$ cat config.mk
export PLATFORM = sky130hd
export DESIGN_NAME = out_endpoint_config_byte
export DESIGN_NICKNAME = d
export VERILOG_FILES = /design/src/core/oep_cfg_pkg.sv /design/src/core/sample_divider.sv /design/src/core/irq_bank.sv /design/src/core/out_endpoint_config_byte.sv
export SDC_FILE = /design/constraint.sdc
export NUM_CORES = 1
export LEC_CHECK = 0
export BUFFER_PORTS_ARGS = -buffer_cell sky130_fd_sc_hd__buf_2
export CORE_MARGIN = 2
export CORE_UTILIZATION = 40
export DETAILED_ROUTE_END_ITERATION = 16
export GPL_TIMING_DRIVEN = 0
export MAX_ROUTING_LAYER = met4
export SETUP_SLACK_MARGIN = 0.2
export SKIP_LAST_GASP = 1
export SYNTH_ARGS = -nofsm -noshare
export SYNTH_HDL_FRONTEND = slang
export SYNTH_SLANG_ARGS = --single-unit
$ cat constraint.sdc
create_clock -name ref_clk_i -period 5.2 [get_ports ref_clk_i]
set_input_delay 0.26 -clock ref_clk_i [delete_from_list [all_inputs] [get_ports ref_clk_i]]
set_output_delay 0.26 -clock ref_clk_i [all_outputs]
set_load 0.01 [all_outputs]
$ cat src/core/oep_cfg_pkg.sv
// constants, field layout and carrier types for the out endpoint configuration byte
package oep_cfg_pkg;
  // register map of the plain port
  localparam logic [2:0] ADDR_CFG      = 3'h0;
  localparam logic [2:0] ADDR_IRQ_STAT = 3'h1;
  localparam logic [2:0] ADDR_IRQ_EN   = 3'h2;
  localparam logic [2:0] ADDR_IRQ_CLR  = 3'h3;
  localparam logic [2:0] ADDR_COUNT    = 3'h4;
  // configuration byte fields
  localparam int BIT_EN     = 7;
  localparam int BIT_ISO    = 6;
  localparam int BIT_B5     = 5;
  localparam int BPS_W      = 5;
  localparam int CNT_W      = 7;
  localparam logic [7:0] CFG_RESET = 8'h00;
  // interrupt status bits
  localparam int IRQ_W      = 3;
  localparam int EV_RX      = 0;
  localparam int EV_OVF     = 1;
  localparam int EV_TOGERR  = 2;
  localparam logic [IRQ_W-1:0] IRQ_RESET = 3'h0;

  typedef struct packed {
    logic       endpoint_enable;
    logic       iso;
    logic       bit5;
    logic [4:0] low;
  } cfg_byte_t;

  // packet report from the buffer manager
  typedef struct packed {
    logic             valid;
    logic             data_toggle;
    logic             overflow;
    logic [CNT_W-1:0] byte_count;
  } rx_report_t;

  typedef enum logic [1:0] {
    ST_IDLE = 2'b00,
    ST_DIV  = 2'b01,
    ST_DONE = 2'b10
  } div_state_t;
endpackage

$ cat src/core/sample_divider.sv
// serial divider turning a received byte total into a sample count
`timescale 1ns/10ps
module sample_divider #(
  parameter int CNT_W = 7,
  parameter int BPS_W = 5
) (
  // clock and reset
  input  wire logic             ref_clk_i,
  input  wire logic             rstn_i,
  // request
  input  wire logic             start_i,
  input  wire logic [CNT_W-1:0] bytes_i,
  input  wire logic [BPS_W-1:0] bps_code_i,
  // answer
  output logic                  done_o,
  output logic      [CNT_W-1:0] samples_o
);
  typedef struct packed {
    oep_cfg_pkg::div_state_t st;
    logic [CNT_W-1:0]        rem;
    logic [BPS_W:0]          div;
    logic [CNT_W-1:0]        quo;
    logic                    done;
  } st_t;
  st_t s_q, s_d;

  // repeated subtraction; done at most 130 cycles after start, cheaper than a real divider
  always_comb begin
    s_d = s_q;
    s_d.done = 1'b0;
    case (s_q.st)
      oep_cfg_pkg::ST_IDLE: begin
        if (start_i) begin
          s_d.rem = bytes_i;
          s_d.div = {1'b0, bps_code_i} + 1'b1;
          s_d.quo = '0;
          s_d.st  = oep_cfg_pkg::ST_DIV;
        end
      end
      oep_cfg_pkg::ST_DIV: begin
        if ({1'b0, s_q.rem} >= {{(CNT_W-BPS_W){1'b0}}, s_q.div}) begin
          s_d.rem = s_q.rem - CNT_W'(s_q.div);
          s_d.quo = s_q.quo + 1'b1;
        end else begin
          s_d.st = oep_cfg_pkg::ST_DONE;
        end
      end
      oep_cfg_pkg::ST_DONE: begin
        s_d.done = 1'b1;
        s_d.st   = oep_cfg_pkg::ST_IDLE;
      end
      default: s_d.st = oep_cfg_pkg::ST_IDLE;
    endcase
  end

  always_ff @(posedge ref_clk_i or negedge rstn_i) begin
    if (!rstn_i) begin
      s_q <= '0;
    end else begin
      s_q <= s_d;
    end
  end

  assign done_o    = s_q.done;
  assign samples_o = s_q.quo;
endmodule

$ cat src/core/irq_bank.sv
// sticky event status, enable mask and level interrupt
`timescale 1ns/10ps
module irq_bank #(
  parameter int W = 3
) (
  // clock and reset
  input  wire logic         ref_clk_i,
  input  wire logic         rstn_i,
  // events and software access
  input  wire logic [W-1:0] event_i,
  input  wire logic [W-1:0] clear_i,
  input  wire logic         en_we_i,
  input  wire logic [W-1:0] en_wdata_i,
  // state
  output logic      [W-1:0] status_o,
  output logic      [W-1:0] enable_o,
  output logic              irq_o
);
  typedef struct packed {
    logic [W-1:0] stat;
    logic [W-1:0] en;
  } st_t;
  st_t s_q, s_d;

  // a set in the same cycle as its clear wins
  always_comb begin
    s_d = s_q;
    s_d.stat = (s_q.stat & ~clear_i) | event_i;
    if (en_we_i) begin
      s_d.en = en_wdata_i;
    end
  end

  always_ff @(posedge ref_clk_i or negedge rstn_i) begin
    if (!rstn_i) begin
      s_q <= '0;
    end else begin
      s_q <= s_d;
    end
  end

  assign status_o = s_q.stat;
  assign enable_o = s_q.en;
  assign irq_o    = |(s_q.stat & s_q.en);
endmodule

$ cat src/core/out_endpoint_config_byte.sv
// out endpoint configuration byte with buffer manager updates and sample count
`timescale 1ns/10ps
module out_endpoint_config_byte (
  // clock and reset
  input  wire logic                               ref_clk_i,
  input  wire logic                               rstn_i,
  // register port
  input  wire logic [2:0]                         addr_i,
  input  wire logic [7:0]                         wdata_i,
  input  wire logic                               we_i,
  input  wire logic                               re_i,
  output logic      [7:0]                         rdata_o,
  // buffer manager report
  input  wire oep_cfg_pkg::rx_report_t            rx_i,
  input  wire logic                               nack_pending_i,
  // decoded configuration
  output logic                                    endpoint_enable_o,
  output logic                                    iso_o,
  output logic                                    expected_toggle_o,
  output logic                                    overrun_flag_o,
  output logic      [oep_cfg_pkg::BPS_W-1:0]      frame_byte_size_field_o,
  output logic                                    accept_o,
  output logic      [oep_cfg_pkg::CNT_W-1:0]      received_count_field_o,
  output logic                                    count_valid_o,
  // interrupt
  output logic                                    irq_o
);
  typedef struct packed {
    oep_cfg_pkg::cfg_byte_t          cfg;
    logic [7:0]                      rdata;
    logic [oep_cfg_pkg::CNT_W-1:0]   count;
    logic                            cnt_vld;
  } st_t;
  st_t s_q, s_d;

  logic [oep_cfg_pkg::IRQ_W-1:0] ev;
  logic [oep_cfg_pkg::IRQ_W-1:0] irq_stat;
  logic [oep_cfg_pkg::IRQ_W-1:0] irq_en;
  logic                          div_done;
  logic [oep_cfg_pkg::CNT_W-1:0] div_samples;
  logic                          take;
  logic                          tog_ok;
  logic                          cfg_we;

  // address match, shared by every write strobe decode so the map lives in one place
  function automatic logic hit(input logic [2:0] a, input logic [2:0] sel);
    return a == sel;
  endfunction

  // a packet counts only while enabled; iso ignores no-acknowledge
  assign accept_o = s_q.cfg.endpoint_enable &
                    (s_q.cfg.iso | ~nack_pending_i);
  assign take     = rx_i.valid & accept_o;
  assign tog_ok   = rx_i.data_toggle == s_q.cfg.bit5;
  assign cfg_we   = we_i && hit(addr_i, oep_cfg_pkg::ADDR_CFG);

  // events: good packet, overflow, toggle mismatch
  always_comb begin
    ev = '0;
    ev[oep_cfg_pkg::EV_RX]     = take & (s_q.cfg.iso | tog_ok);
    ev[oep_cfg_pkg::EV_OVF]    = take & s_q.cfg.iso & rx_i.overflow;
    ev[oep_cfg_pkg::EV_TOGERR] = take & ~s_q.cfg.iso & ~tog_ok;
  end

  sample_divider #(
    .CNT_W(oep_cfg_pkg::CNT_W),
    .BPS_W(oep_cfg_pkg::BPS_W)
  ) u_div (
    .ref_clk_i (ref_clk_i),
    .rstn_i    (rstn_i),
    .start_i   (take & s_q.cfg.iso),
    .bytes_i   (rx_i.byte_count),
    .bps_code_i(s_q.cfg.low),
    .done_o    (div_done),
    .samples_o (div_samples)
  );

  irq_bank #(
    .W(oep_cfg_pkg::IRQ_W)
  ) u_irq (
    .ref_clk_i (ref_clk_i),
    .rstn_i    (rstn_i),
    .event_i   (ev),
    .clear_i   ((we_i && hit(addr_i, oep_cfg_pkg::ADDR_IRQ_CLR)) ?
                wdata_i[oep_cfg_pkg::IRQ_W-1:0] : '0),
    .en_we_i   (we_i && hit(addr_i, oep_cfg_pkg::ADDR_IRQ_EN)),
    .en_wdata_i(wdata_i[oep_cfg_pkg::IRQ_W-1:0]),
    .status_o  (irq_stat),
    .enable_o  (irq_en),
    .irq_o     (irq_o)
  );

  // next state of the shared byte; layout chosen by the iso bit
  always_comb begin
    s_d = s_q;
    s_d.cnt_vld = 1'b0;
    if (cfg_we) begin
      s_d.cfg = wdata_i;
    end
    if (s_q.cfg.iso) begin
      // overflow is sticky; hardware set wins over a zero write
      if (ev[oep_cfg_pkg::EV_OVF]) begin
        s_d.cfg.bit5 = 1'b1;
      end
    end else if (ev[oep_cfg_pkg::EV_RX]) begin
      // flip expected toggle; a same-cycle write loses to hardware
      s_d.cfg.bit5 = ~s_q.cfg.bit5;
    end
    // byte count direct, iso count via divider
    if (take && !s_q.cfg.iso && tog_ok) begin
      s_d.count   = rx_i.byte_count;
      s_d.cnt_vld = 1'b1;
    end else if (div_done) begin
      s_d.count   = div_samples;
      s_d.cnt_vld = 1'b1;
    end
    // read data, one cycle after the strobe
    s_d.rdata = 8'h00;
    if (re_i) begin
      case (addr_i)
        oep_cfg_pkg::ADDR_CFG:      s_d.rdata = s_q.cfg;
        oep_cfg_pkg::ADDR_IRQ_STAT: s_d.rdata = 8'(irq_stat);
        oep_cfg_pkg::ADDR_IRQ_EN:   s_d.rdata = 8'(irq_en);
        oep_cfg_pkg::ADDR_COUNT:    s_d.rdata = {1'b0, s_q.count};
        default:                    s_d.rdata = 8'h00;
      endcase
    end
  end

  always_ff @(posedge ref_clk_i or negedge rstn_i) begin
    if (!rstn_i) begin
      s_q.cfg     <= oep_cfg_pkg::CFG_RESET;
      s_q.rdata   <= 8'h00;
      s_q.count   <= '0;
      s_q.cnt_vld <= 1'b0;
    end else begin
      s_q <= s_d;
    end
  end

  // decoded views of the byte
  assign rdata_o                 = s_q.rdata;
  assign endpoint_enable_o       = s_q.cfg.endpoint_enable;
  assign iso_o                   = s_q.cfg.iso;
  assign expected_toggle_o       = ~s_q.cfg.iso & s_q.cfg.bit5;
  assign overrun_flag_o          = s_q.cfg.iso & s_q.cfg.bit5;
  assign frame_byte_size_field_o = s_q.cfg.iso ? s_q.cfg.low : '0;
  assign received_count_field_o  = s_q.count;
  assign count_valid_o           = s_q.cnt_vld;
endmodule

**Word level (Yosys, flattened, before mapping)**

Cells that the tools add are included.

- Bits in registers: 53
- Input bits: 26
- Output and inout bits: 27
- Word-level logic and storage cells: 79

- Add/sub/neg operators: 3
- Order comparisons: 1
- Equality and inequality tests: 10
- Muxes and demuxes: 18
- Bitwise logic cells: 19
- Reduce and logical (&&, ||, !) cells: 14

Operator list:

| kind | number |
|---|---|
| one-hot mux 8 bit (4 select lines) | 1 |
| one-hot mux 7 bit (2 select lines) | 2 |
| 2-to-1 mux 8 bit | 3 |
| 2-to-1 mux 22 bit | 1 |
| 2-to-1 mux 7 bit | 2 |
| bitwise AND 1 bit | 9 |
| adder 7 x 1 -> 7 bit, second input constant | 1 |
| greater-or-equal comparator 7 x 6 -> 1 bit | 1 |
| subtractor 7 x 6 -> 7 bit | 1 |
| adder 5 x 1 -> 6 bit, second input constant | 1 |
| bitwise AND 3 bit | 2 |
| == test 3 x 2 -> 1 bit, second input constant | 2 |
| 2-to-1 mux 6 bit | 1 |
| logical AND 1 bit | 5 |
| 2-to-1 mux 5 bit | 1 |
| 2-to-1 mux 1 bit | 4 |
| inequality test 2 x 1 -> 1 bit, second input constant | 2 |
| NOT 1 bit | 4 |
| one-hot mux 2 bit (2 select lines) | 1 |
| AND reduction 2 bit | 2 |
| nonzero test 2 bit | 2 |
| == test 3 x 1 -> 1 bit, second input constant | 1 |
| == test 3 bit, second input constant | 1 |
| zero test 3 bit | 1 |
| other kinds (13) | 14 |

**Logic depth before layout (Yosys ltp)**

- Word-level depth: 8
- Depth in mapped cells: 8
- Gate-level depth less buffers: 8

**Cells and area by module**

From an unflattened synthesis, not the netlist that was laid out.

- Cells, all modules: 316
- Area total of the unflattened synthesis: 3,130.5 µm²

By module, submodules not included:

| module | instances | cells each | area each (µm²) | sequential area each (µm²) |
|---|---|---|---|---|
| sample_divider | 1 | 173 | 1,519.0 | 575.6 |
| out_endpoint_config_byte | 1 | 126 | 1,380.1 | 600.6 |
| irq_bank | 1 | 17 | 231.5 | 150.1 |

**Least setup slack after synthesis**

OpenSTA, ideal clock, no wires.

- Path type: register to register
- Start point: register u_div.s_q[8] in the netlist's numbering
- End point: register u_div.s_q[20] in the netlist's numbering
- Library setup time: 0.133 ns
- Data arrival time: 1.717 ns
- Data required time: 5.067 ns
- Setup slack: 3.350 ns
- Stages on the path, launching flop included: 8
- Buffers on the path: 0
- Period minus slack after synthesis: 1.850 ns
- Path through: dfrtp_1 -> ha_1 -> fa_1 -> nor2b_1 -> o221ai_1 -> a221o_1 -> o221ai_1 -> a221oi_2

- Word-level cells in the longest chain between the ends: 3
- Elaborated cells on any way between the ends: 6
- Those cells by class: add/sub: 1; order compare: 1; eq/ne: 1; mux: 2; reduce/logical: 1

RTL lines:

| what | line | RTL |
|---|---|---|
| from (decl) | sample_divider.sv:25 | `st_t s_q, s_d;` |
| from (signal assigned) | sample_divider.sv:58 | `s_q <= '0;` |
| from (signal assigned) | sample_divider.sv:60 | `s_q <= s_d;` |
| subtractor 7 x 6 -> 7 bit / greater-or-equal comparator 7 x 6 -> 1 bit (equally long branches) | sample_divider.sv:42, sample_divider.sv:41 |  |
| 2-to-1 mux 7 bit / inequality test 2 x 1 -> 1 bit (equally long branches) | - |  |
| one-hot mux 7 bit (2 select lines) / AND reduction 3 bit (equally long branches) | - |  |

Several ways; a longest one is shown, not always the timed one. The select of a mux whose other input is x is not followed.
A chain may end at the register's enable or synchronous reset.

**Final worst setup path**

- Start point: register u_div.s_q[9] in the netlist's numbering
- End point: register u_div.s_q (netlist bit u_div.samples_o[1])

- Word-level cells in the longest chain between the ends: 3

RTL lines:

| what | line | RTL |
|---|---|---|
| greater-or-equal comparator 7 x 6 -> 1 bit | sample_divider.sv:41 | `if ({1'b0, s_q.rem} >= {{(CNT_W-BPS_W){1'b0}}, s_q.div}) begin` |
| inequality test 2 x 1 -> 1 bit (no line) | - |  |
| AND reduction 3 bit (no line) | - |  |

No other way between the ends.

==> out/qor.txt <==
status = complete, but fails checks
failing checks = hold timing
Mapped Area = 3059 um^2
Routed Wire Length = 7.357 mm
Worst setup SP type = flop
fin crit share = 40.40%
Ports = 53
Yosys top cell by area = dfrtp_1
Hold Fails Final Rpt = 35
vias in the first global route = 2429
Leak = 1.680 nW
critical path's top delay family = compound AO/OA/AOI/OAI gates
via count = 2419
clock-pin slew on the worst setup and hold paths = 0.10 ns
Slew @ Worst Pin = 0.7008 ns
YS warnings = 0
FF+latch area = 1326 um^2
Final Slew Violations = 0
Rel. slew slack = 53.08%
core area = 7331 um^2
Congestion Overflow GR = 0
minimum clock period = 2.101 ns
Crit Path Category = flop to flop
final hold slack = -0.04171 ns
Vias/cell = 5.213
Critical Path AT = 2.34 ns
largest net degree at the start of global routing = 54
Layout area overhead = 15.99%
setup TNS = 0 ns
highest metal used = met4
Crit path buffers/inverters = 1
worst skew pair latency = 0.31 ns
Peak Freq = 0.4760 GHz
Starting Density = 41.73%
hold-fix buffers at CTS = 0
WP data required = 5.44 ns
area of the die = 8363 um^2
RSZ-0062 raised after global routing = no
sequential area share after synthesis = 43.35%
Setup crit start = u_div.s_q[9]$_DFFE_PN0N_
number of port buffers = 50
post-synthesis cell type count = 58
CP Cell Sequence = inv_1 -> ha_1 -> nor2b_1 -> o2111ai_1 -> a21boi_1 -> o21ai_1 -> mux2i_1
syn_area_per_cell = 9.965 um^2
FF+latch count, synth = 53
Worst Hold Class = input pin to asynchronous set/reset pin
# resized after CTS = 0
Main synth FF type = dfrtp_1
final net count = 399
Initial DRT Pass Iterations = 4
cells after synthesis = 307
DIE HEIGHT = 91.45 um
Mapped Nets = 342
Area contributors post-synth = dfrtp_1 43%, mux2i_1 5.6%, buf_4 4.2%
Tot GR Track Use = 19.30%
Met2 Wirelength = 3.271 mm
met3 wire length = 290 um
Crit-path slowest cell = dfrtp_1
GP Congestion = 0.8656
Max stage delay on crit path = 0.41 ns
commonest cells after routing, fill and taps aside = 53 x buf_2, 53 x dfrtp_1, 27 x nor2_1
Finish-stage setup viols = 0
max_cap viols = 0
number of synthesized flops with an enable pin = 0
Setup Fix Bufs, Post-CTS = 0
Clock Sink Count = 53
Async S/R FF share, synth = 100.0%
share of layout cells above drive strength 1 = 28.22%
H-tree levels = 2
R2R Path Start = u_div.s_q[9]$_DFFE_PN0N_
footprint of the multi-input gates = 1484 um^2
Post-DP HPWL = 5.461 mm
CTS buffer count = 5
# rows = 31
post-DR wirelength/cell = 15.86 um
Synth top area share = 43.35%
clock buffer depth = 2
Iteration-0 DRC Markers = 137
CP Capture Type = flop
# DRC = 0
Max FO, Critical Path = 4
post-route ant nets = 0
VDD IR max = 260.5 uV
first-pass GRT wire length = 12.44 mm
ant diodes = 0
CTS tree = built
PD cells = 519.1 nW/um^2
Root Buffer = clkbuf_8
antenna violations before repair = 0
met1 WL = 3.723 mm
die width = 91.45 um
Clock Skews = 0.01018 ns
# fillers = 705
worst paths after layout:
| kind | to | slack (ns) | depth (start not counted) |
|---|---|---|---|
| setup / recovery | u_div.samples_o[1]$_DFFE_PN0P_ | 3.10 | 7 |
| hold / removal | s_q[16]$_DFFE_PN0N_ | -0.04 | 1 |
| setup reg to reg | u_div.samples_o[1]$_DFFE_PN0P_ | 3.10 | 7 |
| hold reg to reg | u_div.s_q[13]$_DFFE_PN0N_ | 0.49 | 2 |
| max in group asynchronous | u_div.s_q[13]$_DFFE_PN0N_ | 4.77 | 1 |
| min in group ref_clk_i | iso_o$_DFFE_PN0N_ | 0.15 | 3 |
worst reg2reg max path: cells and delay by family (launching register included):
family          cells  cell delay, ns
compound gates      3            0.87
fa+ha+maj           1            0.31
buf+inv             1            0.06
flops               1            0.41
mux                 1            0.24
simple gates        1            0.15
synthesized netlist by cell type, types with 2 or more instances:
master     number
nand2b_1        4
a21o_1          4
nor2_1         27
xor2_1          4
nand3_1         9
o211ai_1        6
o21ai_0         7
buf_2           4
a21oi_1        18
a31o_2          2
o221a_1         5
o2bb2ai_1       2
mux2i_1        17
xnor2_1         2
o21bai_1        2
nor3_1          4
nand2_1        20
o21ai_1         2
a22o_1          2
nor4_1          3
a21boi_1        2
mux2_2         10
and2_1         10
buf_6           3
buf_4          17
dfrtp_1        53
ha_1            8
nand4_1         2
or2_2           2
nor2b_1         7
o221ai_1        2
o22ai_1         2
and3_1          6
inv_1          15
stage by stage:
step / setup WS (ns) / std cells / util, % / area (um^2) / power (mW)
final: 3.099 / 464 / 48.40 / 3548 / 1.842
after floorplan: 3.350 / 307 / - / 3059 / 1.300
after global placement: 3.159 / 456 / 46.83 / 3433 / 1.539
after global routing: 2.986 / 464 / 48.40 / 3548 / 1.997
after detailed placement: 3.157 / 456 / 46.83 / 3433 / 1.550
after CTS: 3.121 / 464 / 48.37 / 3546 / 1.849
power by group:
part / switching, mW / internal, mW
Combinational: 0.458 / 0.412
Clock: 0.146 / 0.145
Sequential: 0.135 / 0.545
registers in the layout (all words and copies together), names as in the netlist, 3 cells and up:
| register | flops |
|---|---|
| u_irq.status_o | 3 |
| received_count_field_o | 7 |
| rdata_o | 8 |
| u_div.s_q | 15 |
| s_q | 6 |
| u_irq.enable_o | 3 |
| u_div.samples_o | 7 |
logic make-up after synthesis:
family                     after synthesis  synth area share, %
AOI/OAI and AO/OA                       69                16.44
xor gates and xnor gates                 6                1.718
adders and majority gates                9                3.927
buffers and inverters                   42                8.138
DFF                                     53                43.35
muxes                                   27                9.243
and+or+nand+nor                        101                17.18
cell type report:
class / instances / area share [%]
multi-input combinational: 212 / 41.82
sequential: 53 / 37.38
timing repair buffer: 50 / 7.123
buffer: 26 / 5.324
tap: 99 / 3.491
clock buffer: 5 / 1.939
inverter: 16 / 1.693
clock inverter: 3 / 1.234
layer usage:
metal	vias to the layer above	global-route usage [%]
met1	1170	28.10
met4	0	4.672
li1	1192	-
met2	49	28.13
met5	-	-
met3	8	3.154
(Power assumes the default switching activity.)
